$ cat config.mk
export PLATFORM = sky130hd
export DESIGN_NAME = ccd_exec
export DESIGN_NICKNAME = d
export VERILOG_FILES = /design/src/common/ccd_pkg.sv /design/src/rtl/ccd_opdec.sv /design/src/rtl/ccd_exec.sv
export SDC_FILE = /design/constraint.sdc
export NUM_CORES = 1
export LEC_CHECK = 0
export BUFFER_PORTS_ARGS = -buffer_cell sky130_fd_sc_hd__buf_4
export CORE_MARGIN = 2
export CORE_UTILIZATION = 50
export CTS_CLUSTER_DIAMETER = 120
export CTS_CLUSTER_SIZE = 24
export DETAILED_ROUTE_END_ITERATION = 12
export HOLD_SLACK_MARGIN = 0.03
export PLACE_DENSITY = 0.86
export REMOVE_ABC_BUFFERS = 1
export SYNTH_ARGS = -nofsm -noshare
export SYNTH_HDL_FRONTEND = slang
export SYNTH_SLANG_ARGS = --single-unit
$ cat constraint.sdc
create_clock -name ref_clk_in -period 3.1 [get_ports ref_clk_in]
set_clock_uncertainty 0.05 [all_clocks]
set_input_delay 0.465 -clock ref_clk_in [delete_from_list [all_inputs] [get_ports ref_clk_in]]
set_output_delay 0.465 -clock ref_clk_in [all_outputs]
set_load 0.01 [all_outputs]
$ cat src/common/ccd_pkg.sv
package ccd_pkg;
  localparam int ADDR_W = 7;
  localparam int DATA_W = 8;
  localparam int PC_W   = 15;
  localparam int INS_W  = 14;
  localparam int LATH_W = 7;

  // fixed opcodes of this slice
  localparam logic [13:0] WATCHDOG_CLEAR_CODE = 14'h0064;
  localparam logic [13:0] COMPUTED_CALL_CODE  = 14'h000a;
  localparam logic [5:0]  INVERT_FILE_CODE    = 6'h09;
  localparam logic [5:0]  FILE_DECREMENT_CODE = 6'h03;
  localparam logic [5:0]  DECREMENT_SKIP_CODE = 6'h0b;
  localparam logic [6:0]  ZERO_FILE_CODE      = 7'h03;
  localparam logic [6:0]  ZERO_ACCUM_CODE     = 7'h02;
  localparam int          DEST_BIT            = 7;

  localparam logic [7:0]  BYTE_ZERO  = 8'h00;
  localparam logic [7:0]  BYTE_ONE   = 8'h01;
  localparam logic [7:0]  BYTE_MAX   = 8'hff;
  localparam logic [14:0] PC_ZERO    = 15'h0000;
  localparam logic [14:0] PC_ONE     = 15'h0001;
  localparam logic [6:0]  ADDR_ZERO  = 7'h00;
  localparam logic        DEST_ACCUM = 1'b0;

  // flag values after reset
  localparam logic EXPIRY_RST = 1'b1;
  localparam logic PDOWN_RST  = 1'b1;

  typedef enum logic [2:0] {
    OP_NONE, OP_WATCHDOG_CLEAR, OP_COMPUTED_CALL, OP_INVERT_FILE,
    OP_ZERO_FILE, OP_ZERO_ACCUM, OP_FILE_DECREMENT, OP_DECREMENT_SKIP
  } ccd_op_t;

  typedef enum logic [1:0] {ST_IDLE, ST_CALL_LOAD, ST_SKIP_NOP} ccd_state_t;
endpackage

$ cat src/rtl/ccd_opdec.sv
module ccd_opdec
  import ccd_pkg::*;
(
  input  wire logic [13:0] instr_in,  // instruction word
  output ccd_op_t          op_out,    // decoded operation
  output logic             dest_out,  // destination select
  output logic [6:0]       addr_out   // file operand address
);
  always_comb begin
    dest_out = instr_in[DEST_BIT];
    addr_out = instr_in[ADDR_W-1:0];
    op_out   = OP_NONE;
    if (instr_in == WATCHDOG_CLEAR_CODE) begin
      op_out = OP_WATCHDOG_CLEAR;
    end else if (instr_in == COMPUTED_CALL_CODE) begin
      op_out = OP_COMPUTED_CALL;
    end else if (instr_in[13:8] == INVERT_FILE_CODE) begin
      op_out = OP_INVERT_FILE;
    end else if (instr_in[13:8] == FILE_DECREMENT_CODE) begin
      op_out = OP_FILE_DECREMENT;
    end else if (instr_in[13:8] == DECREMENT_SKIP_CODE) begin
      op_out = OP_DECREMENT_SKIP;
    end else if (instr_in[13:7] == ZERO_FILE_CODE) begin
      op_out = OP_ZERO_FILE;
    end else if (instr_in[13:7] == ZERO_ACCUM_CODE) begin
      op_out = OP_ZERO_ACCUM;
    end
  end
endmodule

$ cat src/rtl/ccd_exec.sv
module ccd_exec
  import ccd_pkg::*;
(
  input  wire logic        ref_clk_in,       // core clock, 40 MHz
  input  wire logic        rst_b_in,         // async reset, active low
  input  wire logic        clk_en_in,        // freezes all state when low
  input  wire logic        instr_valid_in,   // instruction offered
  input  wire logic [13:0] instr_in,         // instruction word
  input  wire logic [7:0]  file_data_in,     // contents of addressed register
  input  wire logic [7:0]  accum_in,         // current accumulator
  input  wire logic [14:0] pc_in,            // address of offered instruction
  input  wire logic [7:0]  high_latch_in,    // counter_high_latch contents
  output logic             ready_out,        // instruction may be offered
  output logic             file_we_out,      // file register write strobe
  output logic [6:0]       file_addr_out,    // file register address
  output logic [7:0]       file_wdata_out,   // file register data
  output logic             accum_we_out,     // accumulator write strobe
  output logic [7:0]       accum_wdata_out,  // accumulator data
  output logic             zero_we_out,      // zero flag write strobe
  output logic             zero_out,         // zero flag value
  output logic             push_out,         // stack_top push strobe
  output logic [14:0]      push_addr_out,    // return address pushed
  output logic             pc_load_out,      // program counter load strobe
  output logic [14:0]      pc_target_out,    // program counter load value
  output logic             skip_out,         // discard next fetched instruction
  output logic [7:0]       wdt_count_out,    // watchdog_counter value
  output logic             wdt_timeout_out,  // watchdog expiry pulse
  output logic             expiry_flag_out,  // watchdog_expiry_flag
  output logic             power_down_out    // power_down_flag
);
  ccd_op_t    op;
  logic       dest;
  logic [6:0] addr;
  ccd_state_t state_r, state_nxt;
  logic       ready_r, ready_nxt;
  logic       fwe_r, fwe_nxt, awe_r, awe_nxt, zwe_r, zwe_nxt, zv_r, zv_nxt;
  logic [6:0] faddr_r, faddr_nxt;
  logic [7:0] fdat_r, fdat_nxt, adat_r, adat_nxt, res;
  logic       push_r, push_nxt, load_r, load_nxt, skip_r, skip_nxt;
  logic [14:0] paddr_r, paddr_nxt, tgt_r, tgt_nxt;
  logic       take, wdt_clr, res_write;
  logic [7:0] presc_r, presc_nxt, wcnt_r, wcnt_nxt;
  logic       tmo_r, tmo_nxt, exp_r, exp_nxt, pd_r, pd_nxt;

  ccd_opdec u_dec (
    .instr_in (instr_in),
    .op_out   (op),
    .dest_out (dest),
    .addr_out (addr)
  );

  assign take = instr_valid_in && (state_r == ST_IDLE);

  always_comb begin
    state_nxt = state_r;
    fwe_nxt   = 1'b0;
    awe_nxt   = 1'b0;
    zwe_nxt   = 1'b0;
    zv_nxt    = zv_r;
    faddr_nxt = faddr_r;
    fdat_nxt  = fdat_r;
    adat_nxt  = adat_r;
    push_nxt  = 1'b0;
    load_nxt  = 1'b0;
    skip_nxt  = 1'b0;
    paddr_nxt = paddr_r;
    tgt_nxt   = tgt_r;
    wdt_clr   = 1'b0;
    res       = BYTE_ZERO;
    res_write = 1'b0;
    unique case (state_r)
      ST_IDLE: begin
        if (take) begin
          unique case (op)
            OP_WATCHDOG_CLEAR: wdt_clr = 1'b1;
            OP_COMPUTED_CALL: begin
              push_nxt  = 1'b1;
              paddr_nxt = pc_in + PC_ONE;
              // target captured now so a later accumulator change is harmless
              tgt_nxt   = {high_latch_in[LATH_W-1:0], accum_in};
              state_nxt = ST_CALL_LOAD;
            end
            OP_INVERT_FILE: begin
              res       = ~file_data_in;
              res_write = 1'b1;
            end
            OP_ZERO_FILE: begin
              fwe_nxt   = 1'b1;
              faddr_nxt = addr;
              fdat_nxt  = BYTE_ZERO;
              zwe_nxt   = 1'b1;
              zv_nxt    = 1'b1;
            end
            OP_ZERO_ACCUM: begin
              awe_nxt   = 1'b1;
              adat_nxt  = BYTE_ZERO;
              zwe_nxt   = 1'b1;
              zv_nxt    = 1'b1;
            end
            OP_FILE_DECREMENT, OP_DECREMENT_SKIP: begin
              res       = file_data_in - BYTE_ONE;
              res_write = 1'b1;
            end
            OP_NONE: ;
          endcase
          if (res_write) begin
            if (dest == DEST_ACCUM) begin
              awe_nxt  = 1'b1;
              adat_nxt = res;
            end else begin
              fwe_nxt   = 1'b1;
              faddr_nxt = addr;
              fdat_nxt  = res;
            end
            if (op != OP_DECREMENT_SKIP) begin
              zwe_nxt = 1'b1;
              zv_nxt  = (res == BYTE_ZERO);
            end else if (res == BYTE_ZERO) begin
              // discard next, spend a no-op cycle
              skip_nxt  = 1'b1;
              state_nxt = ST_SKIP_NOP;
            end
          end
        end
      end
      ST_CALL_LOAD: begin
        load_nxt  = 1'b1;
        state_nxt = ST_IDLE;
      end
      ST_SKIP_NOP: state_nxt = ST_IDLE;
    endcase
    ready_nxt = (state_nxt == ST_IDLE);
  end

  // watchdog: prescaler wraps advance the counter; counter wrap is a timeout
  always_comb begin
    presc_nxt = presc_r + BYTE_ONE;
    wcnt_nxt  = wcnt_r;
    tmo_nxt   = 1'b0;
    exp_nxt   = exp_r;
    pd_nxt    = pd_r;
    if (presc_r == BYTE_MAX) begin
      wcnt_nxt = wcnt_r + BYTE_ONE;
      if (wcnt_r == BYTE_MAX) begin
        tmo_nxt = 1'b1;
        exp_nxt = 1'b0;
      end
    end
    // clear placed last so it wins over a timeout in the same cycle
    if (wdt_clr) begin
      presc_nxt = BYTE_ZERO;
      wcnt_nxt  = BYTE_ZERO;
      tmo_nxt   = 1'b0;
      exp_nxt   = 1'b1;
      pd_nxt    = 1'b1;
    end
  end

  always_ff @(posedge ref_clk_in or negedge rst_b_in) begin
    if (!rst_b_in) begin
      state_r <= ST_IDLE;
      ready_r <= 1'b1;
      fwe_r   <= 1'b0;
      awe_r   <= 1'b0;
      zwe_r   <= 1'b0;
      zv_r    <= 1'b0;
      faddr_r <= ADDR_ZERO;
      fdat_r  <= BYTE_ZERO;
      adat_r  <= BYTE_ZERO;
      push_r  <= 1'b0;
      load_r  <= 1'b0;
      skip_r  <= 1'b0;
      paddr_r <= PC_ZERO;
      tgt_r   <= PC_ZERO;
      presc_r <= BYTE_ZERO;
      wcnt_r  <= BYTE_ZERO;
      tmo_r   <= 1'b0;
      exp_r   <= EXPIRY_RST;
      pd_r    <= PDOWN_RST;
    end else if (clk_en_in) begin
      state_r <= state_nxt;
      ready_r <= ready_nxt;
      fwe_r   <= fwe_nxt;
      awe_r   <= awe_nxt;
      zwe_r   <= zwe_nxt;
      zv_r    <= zv_nxt;
      faddr_r <= faddr_nxt;
      fdat_r  <= fdat_nxt;
      adat_r  <= adat_nxt;
      push_r  <= push_nxt;
      load_r  <= load_nxt;
      skip_r  <= skip_nxt;
      paddr_r <= paddr_nxt;
      tgt_r   <= tgt_nxt;
      presc_r <= presc_nxt;
      wcnt_r  <= wcnt_nxt;
      tmo_r   <= tmo_nxt;
      exp_r   <= exp_nxt;
      pd_r    <= pd_nxt;
    end
  end

  assign ready_out       = ready_r;
  assign file_we_out     = fwe_r;
  assign file_addr_out   = faddr_r;
  assign file_wdata_out  = fdat_r;
  assign accum_we_out    = awe_r;
  assign accum_wdata_out = adat_r;
  assign zero_we_out     = zwe_r;
  assign zero_out        = zv_r;
  assign push_out        = push_r;
  assign push_addr_out   = paddr_r;
  assign pc_load_out     = load_r;
  assign pc_target_out   = tgt_r;
  assign skip_out        = skip_r;
  assign wdt_count_out   = wcnt_r;
  assign wdt_timeout_out = tmo_r;
  assign expiry_flag_out = exp_r;
  assign power_down_out  = pd_r;
endmodule

==> flow_results.org, run 1 <==
** Routing
- Highest metal layer with signal wires :: met4
- The first routing iteration left approximately 100 violations.
- Detailed routing placed a total of slightly below 400 um of wire on met3.
- Post-DR wirelength/cell :: ~15 um
- Detailed routing placed a total of 4.78 mm of wire on met2.
- Once detail routing completed, the nets flagged for antenna violations numbered 0.
- Final WL :: between 9 and 10 mm
- In the routed layout, each cell is associated on average with a via count of around 5.3.
- The detailed router placed between 3000 and 4000 vias in this run.
- Met1 layer wirelength in the final routing :: around 3.8 mm
- For this run, design rule violations remaining after detail routing come to 0.
- Drt pass-1 iters :: 4

** Floorplan
- Die area :: about 8600 um^2
- The total area inside the core boundary comes to 7690 um^2.
- DIE WIDTH :: ~93 um
- Initial cell density of the core :: 0.512
- The floorplan has 32 rows.
- about 130 I/O pins were placed.
- Vertical extent of the die :: approximately 90 um

** Clock tree
- The number of setup buffers added after CTS is 0.
- Clock tree synthesis inserted a total of 9 buffers.
- Clock network latency to the later pin of the worst-skew pair :: between 300 and 400 ps
- Post-CTS Resized :: 0
- For this design, the sink count on the clock tree is 81.
- Maximum number of buffers from clock root to sink :: 2
- Number of buffers inserted for hold repair after clock tree synthesis :: 0
- TritonCTS built the clock tree.
- Total number of H-tree levels :: 3
- The tree is rooted in a sky130_fd_sc_hd__clkbuf_8.
- Clock-pin slew was measured on the worst setup and hold paths at roughly 90 ps.

** Synth
- Synthesis instantiated 53 different standard cells from the library.
- The synthesized netlist occupies a cell area of a little under 4000 um^2.
- Synthesized-area fraction occupied by xor and xnor cells :: 0.0556
- By area, the combinational part of the netlist is dominated by simple AND/OR/NAND/NOR gates.
- Of the total synthesized cell area, the portion taken by full adders, half adders and majority gates is 0.0191.
- The portion of synthesized area spent on multiplexers is 0.105.
- The average instance in the mapped netlist occupies around 11 um^2.
- Yosys mapped a number of flops with a built-in enable equal to 0.
- Synth Area in Compound Gates :: 0.0991
- After synthesis, the share of flip-flops with an asynchronous set or reset is 1.00.
- Area share of and/or/nand/nor cells after synthesis :: 0.169
- Yosys warns :: 0
- Among all flip-flop cells after synthesis, the most frequent one is sky130_fd_sc_hd__dfrtp_1.
- Of the synthesized area, sequential elements account for 0.515.
- After synthesis the netlist holds a flip-flop and latch count of 81.
- Synthesized netlist cell count :: approximately 370

** Placement
- The number of placed instances, taps included, is between 500 and 600.
- Buffers placed on the I/O ports in this run total between 100 and 150.
- Final weighted congestion in routability-driven placement :: 0.845
- Detail Placement HPWL :: 6.74 mm

** STA
- Setup violations remaining at the end of the flow were counted as 0.
- Setup repair after global routing left no endpoint under its margin.
- For this run, the top clock speed supported by timing is about 400 MHz.
- The smallest clock period supported by the final layout is computed as 2500 ps.
- Headroom to the max-slew limit came out at 0.324.
- Crit share post-route :: 0.806
- Max-slew violation count :: 0
- The hold violation count in the final report is 0.
- Adding up every negative setup slack in the final design gives 0 ps.
- Worst Tran Pin Value :: about 1000 ps

** Critical path
- Largest driver fanout on the critical path :: 37
- Class of the most critical setup path :: reg2reg
- STA classifies the critical path endpoint as a flip-flop.
- Data arrives at the worst endpoint at ~2700 ps.
- Critical path launch point type :: flip-flop
- For the worst setup path, the data required time is 3260 ps.

** Power
- In this run the power density over the cells is 415 nW/um^2.
- Reported leakage power :: between 0.002 and 0.003 uW
- IR analysis of the VDD net gives a maximum drop of a little over 200 uV.

** Global route
- The initial antenna violation count came to 0.
- Entering global routing, the biggest net connects between 80 and 90 pins.
- After global routing the overflow that remains totals 0.
- First-pass GRT wire length :: approximately 15 mm
- Across every metal layer, demand over resource in global routing totals 0.222.
- Number of global-route vias before repair :: about 3300

** Run status
- The run finished with clean final reports.

** Layout
- For this run, the number of standard cells in the final layout without fillers is ~600.
- The net count of the finished layout is 555.
- Antenna Diode Count :: 0
- In the final layout, the share of cells above drive strength 1 is 0.398.
- Relative area change from synthesis to final layout :: 30.7%

** Hold path
- The tightest min-delay check is of the in2async type.

** Job
- Across the run, the number of max-cap violations was 0.
==> cells in the mapped netlist, types with 2 or more instances <==
cell type	n	area share
sky130_fd_sc_hd__o22ai_1	5	0.0079
sky130_fd_sc_hd__xnor2_1	13	0.029
sky130_fd_sc_hd__and4_1	5	0.011
sky130_fd_sc_hd__nand2_2	2	0.0032
sky130_fd_sc_hd__xor2_1	12	0.027
sky130_fd_sc_hd__dfrtp_1	79	0.50
sky130_fd_sc_hd__buf_2	5	0.0064
sky130_fd_sc_hd__o31ai_1	6	0.011
sky130_fd_sc_hd__a21o_1	3	0.0057
sky130_fd_sc_hd__and3_1	6	0.0095
sky130_fd_sc_hd__ha_1	6	0.019
sky130_fd_sc_hd__a21oi_1	7	0.0089
sky130_fd_sc_hd__nand2b_1	2	0.0032
sky130_fd_sc_hd__buf_6	2	0.0057
sky130_fd_sc_hd__and2_1	3	0.0048
sky130_fd_sc_hd__nor3b_1	2	0.0038
sky130_fd_sc_hd__buf_4	2	0.0038
sky130_fd_sc_hd__a21bo_2	2	0.0051
sky130_fd_sc_hd__o21ai_0	25	0.032
sky130_fd_sc_hd__nand3_1	16	0.020
sky130_fd_sc_hd__nor3_2	2	0.0051
sky130_fd_sc_hd__nor2_1	33	0.031
sky130_fd_sc_hd__dfstp_2	2	0.013
sky130_fd_sc_hd__mux2_2	34	0.097
sky130_fd_sc_hd__nand4_1	6	0.0095
sky130_fd_sc_hd__nand2_1	36	0.034
sky130_fd_sc_hd__mux2i_1	2	0.0051
sky130_fd_sc_hd__inv_1	15	0.014
sky130_fd_sc_hd__nor3_4	2	0.0083
sky130_fd_sc_hd__nor3_1	5	0.0064
sky130_fd_sc_hd__clkbuf_1	6	0.0057
==> metrics by stage <==
step	power [uW]	util	hold WS (ps)	cell area [um^2]	worst slack, ps
after CTS	2160	0.670	273	5150	630
after detailed placement	1380	0.643	421	4940	514
final	2140	0.670	218	5150	602
after global routing	2230	0.670	290	5150	291
after floorplan	1250	-	119	3850	986
after global placement	1360	0.643	415	4940	574
==> metal layers <==
layer  vias up  track usage
met2        86        0.378
met4         0       0.0919
li1       1533            -
met5         -            0
met3        20       0.0399
met1      1516        0.282
==> cell type report <==
type                    count  area, um^2
multi-input cells         257        1770
flip-flops and latches     81        2030
fillers                   628        2540
inverters                  15        56.3
clock buffers              10         138
repair buffers            128         961
well taps                 102         128
clock inverters             6        67.6
==> cell families after synthesis <==
kind of cell             count (synthesis)
XOR/XNOR                                25
buffers and inverters                   30
other                                    1
AO/OA/AOI/OAI                           59
AND/OR/NAND/NOR                        129
multiplexers                            37
flip-flops                              81
adder cells (fa/ha/maj)                  6
==> state kept, by name, indices dropped and copies added, names as in the netlist <==
register and flops:
pc_load_out 1, expiry_flag_out 1, accum_we_out 1, pc_target_out 15, zero_we_out 1, push_addr_out 15
wdt_count_out 8, file_wdata_out 8, ready_out 1, file_we_out 1, push_out 1, skip_out 1
presc_r 8, file_addr_out 7, zero_out 1, wdt_timeout_out 1, accum_wdata_out 8, state_r 2
==> critical path: stages (launching register included) <==
cell and delay (ps):
sky130_fd_sc_hd__dfrtp_1 380, sky130_fd_sc_hd__inv_1 130, sky130_fd_sc_hd__ha_1 190, sky130_fd_sc_hd__and2_1 150, sky130_fd_sc_hd__nand4_1 170, sky130_fd_sc_hd__nor3_2 300, sky130_fd_sc_hd__nand2_2 490, sky130_fd_sc_hd__buf_4 350
sky130_fd_sc_hd__nand2_1 70, sky130_fd_sc_hd__o21ai_0 90
==> cell usage in the layout, fill, tap and decap left out, drive strengths merged, types with 2 or more instances in the layout <==
cell,instances
ha,6
and4,5
a21oi,7
nor2,34
xor2,12
clkinv,3
o22ai,5
mux2,35
nand3,17
a21o,3
clkinvlp,2
and3,8
and2,3
clkbuf,10
nor3,9
nand4,6
dfrtp,79
mux2i,2
o31ai,6
o21ai,25
inv,15
nor3b,2
xnor2,13
nand2,38
buf,128
a21bo,2
nand2b,2
dfstp,2
==> report_power, final <==
group	internal (uW)	switching, uW	leakage, uW	total, uW
Clock	395	386	0.0000985	781
Sequential	1090	33.2	0.00110	1130
Combinational	115	116	0.00141	231
==> path summary, 6_finish.rpt <==
| path | slack, ps | cells after the start | to | startpoint |
|---|---|---|---|---|
| worst min-delay path | 220 | 1 | accum_wdata_out[7] | rst_b_in |
| worst min register to register | 430 | 2 | push_addr_out[4] | push_addr_out[4] |
| worst max-delay path | 600 | 9 | push_addr_out[2] | state_r[1] |
| worst max register to register | 600 | 9 | push_addr_out[2] | state_r[1] |
| min in group ref_clk_in | 300 | 2 | pc_target_out[10] | high_latch_in[2] |
| max in group asynchronous | 2100 | 1 | state_r[0] | rst_b_in |
(Power assumes the default switching activity.)
==> run 2: changes to the inputs <==
==> constraint.sdc (replaced) <==
create_clock -name ref_clk_in -period 2.6 [get_ports ref_clk_in]
set_clock_uncertainty 0.05 [all_clocks]
set_input_delay 0.39 -clock ref_clk_in [delete_from_list [all_inputs] [get_ports ref_clk_in]]
set_output_delay 0.39 -clock ref_clk_in [all_outputs]
set_load 0.01 [all_outputs]
==> run 2 against run 1 <==
Net effect:
- global-route usage shrank 0.81 points
- clock power rose by 18%
- utilization up 0.31 points
- critical endpoint is now accum_wdata_out[7]
==> flow_results.org, run 2 (synthesis gave the netlist of run 1 again) <==
** Critical path
- Worst path max stage delay :: roughly 450 ps
- Among all stages on the critical path, the largest delay is contributed by sky130_fd_sc_hd__nor2_1.
- In this design, the largest share of critical-path delay is due to simple AND/OR/NAND/NOR gates.
- STA classifies the critical path endpoint as a flip-flop.
- Together, buffers and inverters on the worst path number 1.
- STA puts the critical path data arrival time at around 2500 ps.
- For the worst setup path, the data required time is about 2800 ps.
- Critical-path cell list :: inv_1 -> ha_1 -> and2_1 -> and3_1 -> nand2_1 -> nor2_1 -> mux2_2
- Largest driver fanout on the critical path :: 5
- Class of the most critical setup path :: reg2reg
- Critical path launch point type :: flip-flop

** Power
- The internal portion of the total power is 1920 uW.
- Switching fraction of total power :: 0.247
- Reported leakage power :: roughly 0.0026 uW
- Of the total power, registers draw 0.528.
- After layout, the design draws a total of 2540 uW.
- VDD sags by at most between 300 and 400 uV.
- For this design the total switching power over the nets is around 630 uW.
- Combinational Power Share :: 0.111
- Of the total power, the clock network draws 0.361.
- For this design the ratio of total power to cell area is between 400 and 500 nW/um^2.

** Clock tree
- The clock passes through at most 2 buffers.
- Sink count of the clock tree :: between 80 and 90
- In this run, post-CTS repair resized a total of 0 instances.
- The clock reaches the later pin of the worst-skew pair after 340 ps.
- Once the clock tree was built, the setup fixing pass inserted 0 buffers.
- Register clock-pin slew on the reported worst setup and hold paths :: about 70 ps
- The number of clock buffers added by TritonCTS is 9.
- Total number of H-tree levels :: 3
- TritonCTS built the clock tree.
- The cell sitting at the root of the clock tree is a sky130_fd_sc_hd__clkbuf_8.
- Buffers inserted to repair hold after CTS numbered 1.

** Layout
- Antenna Diode Count :: 0
- Final net count :: about 560
- The library cells used most frequently in the layout, excluding fill and tap cells, are sky130_fd_sc_hd__buf_4, sky130_fd_sc_hd__dfrtp_1, sky130_fd_sc_hd__nand2_1.
- Fill cells in the final layout number between 600 and 700.
- Leaving out fill and tap cells, the most frequent cell in the layout is sky130_fd_sc_hd__buf_4.
- Final std cells w/o fill :: between 600 and 700
- Of the cells placed in the final design, the portion with a size suffix greater than 1 is 0.395.
- From synthesis to final layout, the design area changed by 31.3%.

** Floorplan
- The die covers 8600 um^2.
- The die is 92.8 um tall.
- Number of core rows :: 32
- Initial cell density of the core :: 0.512
- In this run the standard cell core region covers slightly below 8000 um^2.
- Boundary Pins :: 129
- The floorplan step set the die width to a little over 90 um.

** STA
- Of the available clock period, the critical path in the final layout requires 0.885.
- Setup violations remaining at the end of the flow were counted as 0.
- Sum Neg Setup Slack :: 0 ps
- At the pin with the least slew margin, the transition time is between 500 and 600 ps.
- Headroom to the max-slew limit came out at 0.647.
- Worst hold margin :: between 200 and 250 ps
- Setup repair after global routing left no endpoint under its margin.
- Final Hold Vio Count :: 0
- Max-slew violation count :: 0
- Timing would allow up to approximately 430 MHz.
- Final critical delay including setup and external delays :: about 2300 ps
- Setup WS post-layout :: about 300 ps

** Routing
- Across all layers, the routed design uses about 3200 vias.
- Drt pass-1 iters :: 4
- The final layout contains routed wiring with a total length of roughly 9 mm.
- In the final routed layout, each cell accounts on average for between 15 and 20 um.
- In the routed design, unresolved DRC markers number 0.
- Dividing the detail-routed via count by the number of cells gives around 5.2.
- Number of nets with antenna violations after routing :: 0
- The detailed router finished its first iteration with ~160 violations.

** Placement
- After detailed placement, the design holds a cell count of about 580.
- The count of buffers added on input and output ports is 126.
- At the end of routability-driven placement, the weighted congestion stood at 0.872.
- Timing analysis after detailed placement gives a worst setup slack of 265 ps.
- The wire-length estimate of the detail-placed layout is 6.84 mm.

** Global route
- Largest net degree at the start of global routing :: 46
- For this run, the total global-route usage over all layers was measured as 0.214.
- Number of global-route vias before repair :: around 3200
- The initial antenna violation count is 0.
- Summed over all layers, the global routing overflow is 0.
- The first global-routing pass estimated 14.6 mm of wire.

** Job
- The tool flagged a number of max-cap violations equal to 0.

** Hold path
- The path class of the tightest hold or removal check is in2reg.

** Run status
- Result of the run :: complete, no violations
-- run 2: cell types whose count changed in the layout (fill, tap and decap cells not counted), sizes merged --
cell	before	now
clkbuf	10	12
clkinv	3	1
buf	128	129
dlygate4sd3	0	1
-- run 2: worst paths after layout --
kind                            cells after the start         startpoint            endpoint  slack (ps)
worst min register to register                      2  push_addr_out[13]   push_addr_out[13]         440
max in group asynchronous                           3           rst_b_in           ready_out        1330
worst max-delay path                                7         state_r[1]  accum_wdata_out[7]         300
worst max register to register                      7         state_r[1]  accum_wdata_out[7]         300
min in group asynchronous                           2           rst_b_in  accum_wdata_out[3]         510
worst min-delay path                                2   high_latch_in[2]   pc_target_out[10]         210
-- run 2: worst register-to-register path: stages (launching register included) --
cell and delay [ps]:
sky130_fd_sc_hd__dfrtp_1 380, sky130_fd_sc_hd__inv_1 120, sky130_fd_sc_hd__ha_1 190, sky130_fd_sc_hd__and2_1 140, sky130_fd_sc_hd__and3_1 290, sky130_fd_sc_hd__nand2_1 170
sky130_fd_sc_hd__nor2_1 450, sky130_fd_sc_hd__mux2_2 400
-- run 2: routing by layer --
metal	up-vias	GRT usage	wire length [um]
met4	0	0.0748	152
li1	1535	-	-
met2	77	0.373	4670
met5	-	0	0
met3	13	0.0439	468
met1	1530	0.266	3750
-- run 2: power by group through the flow --
stage          clock, uW  sequential (uW)  combinational [uW]
5_1_grt              987             1350                 313
3_5_place_dp           0             1370                 283
2_1_floorplan          0             1360                 133
4_1_cts              938             1340                 285
3_3_place_gp           0             1360                 268
6_report             918             1340                 283
-- run 2: area by class of cell --
| cell class | count | area [um^2] | area share |
|---|---|---|---|
| multi-input cells | 257 | 1770 | 0.342 |
| flip-flops and latches | 81 | 2030 | 0.392 |
| inverters | 15 | 56.3 | 0.0109 |
| repair buffers | 130 | 991 | 0.192 |
| clock inverters | 4 | 53.8 | 0.0104 |
| well taps | 102 | 128 | 0.0247 |
| clock buffers | 12 | 145 | 0.0281 |
-- run 2: metrics by stage --
stage / util / cell area [um^2]
2_1_floorplan: - / 3850
3_3_place_gp: 0.646 / 4960
3_5_place_dp: 0.646 / 4960
4_1_cts: 0.673 / 5170
5_1_grt: 0.673 / 5170
6_report: 0.673 / 5170
==> run 3: changes to the inputs <==
--- a/config.mk
+++ b/config.mk
@@ -5,14 +5,14 @@
 export SDC_FILE = /design/constraint.sdc
 export NUM_CORES = 1
 export LEC_CHECK = 0
-export BUFFER_PORTS_ARGS = -buffer_cell sky130_fd_sc_hd__buf_4
 export CORE_MARGIN = 2
 export CORE_UTILIZATION = 50
 export CTS_CLUSTER_DIAMETER = 120
 export CTS_CLUSTER_SIZE = 24
 export DETAILED_ROUTE_END_ITERATION = 12
+export DONT_BUFFER_PORTS = 1
 export HOLD_SLACK_MARGIN = 0.03
-export PLACE_DENSITY = 0.86
+export PLACE_DENSITY = 0.72
 export REMOVE_ABC_BUFFERS = 1
 export SYNTH_ARGS = -nofsm -noshare
 export SYNTH_HDL_FRONTEND = slang
==> run 3 against run 2 <==
Net effect:
- global-route usage decreased by 2.9 points
- total power fell by 1.9%
- routed wire length fell by 12%
- worst setup slack better by 160 ps
- critical endpoint is now accum_wdata_out[5]
==> flow_results.org, run 3 (synthesis gave the netlist of run 1 again) <==
** Layout
- Antenna Diode Count :: 0
- Commonest cells after routing, fill and taps aside :: sky130_fd_sc_hd__dfrtp_1, sky130_fd_sc_hd__nand2_1, sky130_fd_sc_hd__mux2_2
- In the final layout, the share of cells above drive strength 1 is 0.196.
- Most common cell after layout, fill and taps aside :: sky130_fd_sc_hd__dfrtp_1
- Registers take 2030 um^2.
- Number of fillers in the final layout :: roughly 700
- The area growth from synthesis to layout is 7.81%.
- The multi-input combinational cells in the finished layout cover a total of 1770 um^2.
- Final net count :: 431

** Clock tree
- CTS Buf Count :: 9
- Clock network latency to the later pin of the worst-skew pair :: roughly 350 ps
- After clock tree synthesis, the clock-pin slew on the worst setup and hold paths is 80 ps.
- In this run the deepest clock path goes through 2 buffers.
- Post CTS Setup Buffer Count :: 0
- CTS saw 81 sinks.
- In this run the number of H-tree levels came out at 3.
- The tree is rooted in a sky130_fd_sc_hd__clkbuf_8.
- TritonCTS built the clock tree.

** Hold path
- Min-Delay Endpoint :: state_r[0]
- Hold depth :: 1
- Hold path startpoint :: clk_en_in
- In this run the worst hold path is classified as in2reg.

** Placement
- The wire-length estimate of the detail-placed layout is around 5.7 mm.
- The congestion estimate from routability-driven global placement came to around 0.9.
- Port-buffer cells :: 0
- Pre-CTS setup slack :: roughly 370 ps

** STA
- Crit share post-route :: 0.825
- After routing, the total negative slack on setup checks comes to 0 ps.
- The hold violation count in the final report came to 0.
- Final critical delay including setup and external delays :: around 2100 ps
- Max-slew violation count :: 0
- Setup WS post-layout :: between 400 and 500 ps
- Fmax :: between 400 and 500 MHz
- RSZ-0062 raised after global routing :: no
- Setup violations remaining at the end of the flow were counted as 0.

** Routing
- Once detail routing completed, the nets flagged for antenna violations numbered 0.
- Vias after detailed routing :: 2687
- After detailed routing, the average wire length per cell comes to ~17 um.
- The detailed router finished its first iteration with 160 violations.
- Final WL :: slightly below 8 mm
- In the routed design, unresolved DRC markers number 0.
- Dividing the detail-routed via count by the number of cells gives between 5 and 6.
- Drt pass-1 iters :: 4

** Power
- Reported leakage power :: just under 0.002 uW
- Power per cell area :: around 590 nW/um^2
- IR analysis of the VDD net gives a maximum drop of roughly 360 uV.

** Job
- Max-cap violations in this run came to 0.

** Critical path
- Class of the most critical setup path :: reg2reg
- STA puts the critical path data arrival time at roughly 2300 ps.
- Of all nets on the critical path, the largest fanout is 5.
- Reg-to-Reg End :: accum_wdata_out[5]
- For the worst flop-to-flop path, the logic depth is 7.
- The worst setup path is captured at a flip-flop.
- Start of the worst register-to-register path :: state_r[1]
- Critical path launch point type :: flip-flop
- In this run the register-to-register setup slack is 460 ps.
- STA puts the critical path data required time at between 2000 and 3000 ps.

** Floorplan
- Number of core rows :: 32
- From left edge to right edge, the die measures 92.8 um.
- After floorplanning, the core was sized to cover 7690 um^2.
- For this configuration, the core starts out at a cell density of 0.512.
- From bottom edge to top edge, the die measures a little over 90 um.
- The die covers 8600 um^2.
- Boundary Pins :: around 130

** Run status
- Result of the run :: complete, no violations

** Global route
- After global routing the overflow that remains totals 0.
- Entering global routing, the biggest net connects around 80 pins.
- The initial antenna violation count came to 0.
- The first global-routing pass estimated 12.7 mm of wire.
- Number of global-route vias before repair :: 2701
- Total GRT Usage :: 0.185
run 3: cell count changes in the layout (fill, tap and decap cells not counted):
cell,before,now
sky130_fd_sc_hd__clkinvlp_4,2,1
sky130_fd_sc_hd__buf_16,0,1
sky130_fd_sc_hd__buf_12,1,0
sky130_fd_sc_hd__inv_8,0,1
sky130_fd_sc_hd__clkbuf_1,2,0
sky130_fd_sc_hd__clkinv_4,1,3
sky130_fd_sc_hd__buf_4,128,2
run 3: repair_timing:
item,4_1_cts,5_1_grt
hold buffers,2,0
endpoints found under the hold margin,81,0
gates resized for setup,0,0
run 3: worst max-delay path: stages (launching register included):
cell and delay [ps]:
sky130_fd_sc_hd__dfrtp_1 380, sky130_fd_sc_hd__inv_1 120, sky130_fd_sc_hd__ha_1 150, sky130_fd_sc_hd__and2_1 150
sky130_fd_sc_hd__and3_1 280, sky130_fd_sc_hd__nand2_1 150, sky130_fd_sc_hd__nor2_1 380, sky130_fd_sc_hd__mux2_2 390
run 3: worst max path at each step:
| stage | cells after the start | from | to | slack (ps) |
|---|---|---|---|---|
| final | 7 | state_r[1] | accum_wdata_out[5] | 460 |
| after global routing | 8 | state_r[1] | pc_target_out[10] | 250 |
| after CTS | 8 | state_r[1] | pc_target_out[10] | 420 |
| after detailed placement | 9 | file_data_in[0] | zero_out | 370 |
| after global placement | 9 | file_data_in[0] | zero_out | 440 |
| after floorplan | 7 | state_r[1] | pc_target_out[10] | 550 |
run 3: final cells by class:
cell class / instances / area share
Multi-Input combinational cell: 257 / 0.416
Tap cell: 102 / 0.0301
Clock inverter: 6 / 0.0177
Clock buffer: 10 / 0.0324
Sequential cell: 81 / 0.478
Inverter: 15 / 0.0133
Timing Repair Buffer: 4 / 0.0124
run 3: through the flow:
stage / utilization / hold WS (ps) / cell area (um^2) / std cells / power, uW
global placement: 0.520 / 46.3 / 4000 / 457 / 1510
floorplan: - / 44.4 / 3850 / 353 / 1490
global route: 0.552 / 69.0 / 4250 / 475 / 2590
finish: 0.552 / 77.7 / 4250 / 475 / 2490
detailed placement: 0.520 / 46.8 / 4000 / 457 / 1520
CTS: 0.552 / 64.0 / 4250 / 475 / 2510
run 3: routing by layer:
metal	GRT usage	share of wire
met1	0.222	0.42
met2	0.311	0.49
met3	0.0675	0.078
met4	0.0637	0.015
met5	0	0
run 3: where the power goes:
| part | switching [uW] | internal, uW | leakage, uW | total, uW |
|---|---|---|---|---|
| Clock | 488 | 482 | 0.000105 | 970 |
| Combinational | 91.4 | 90.8 | 0.000780 | 182 |
| Sequential | 40.6 | 1300 | 0.00110 | 1340 |
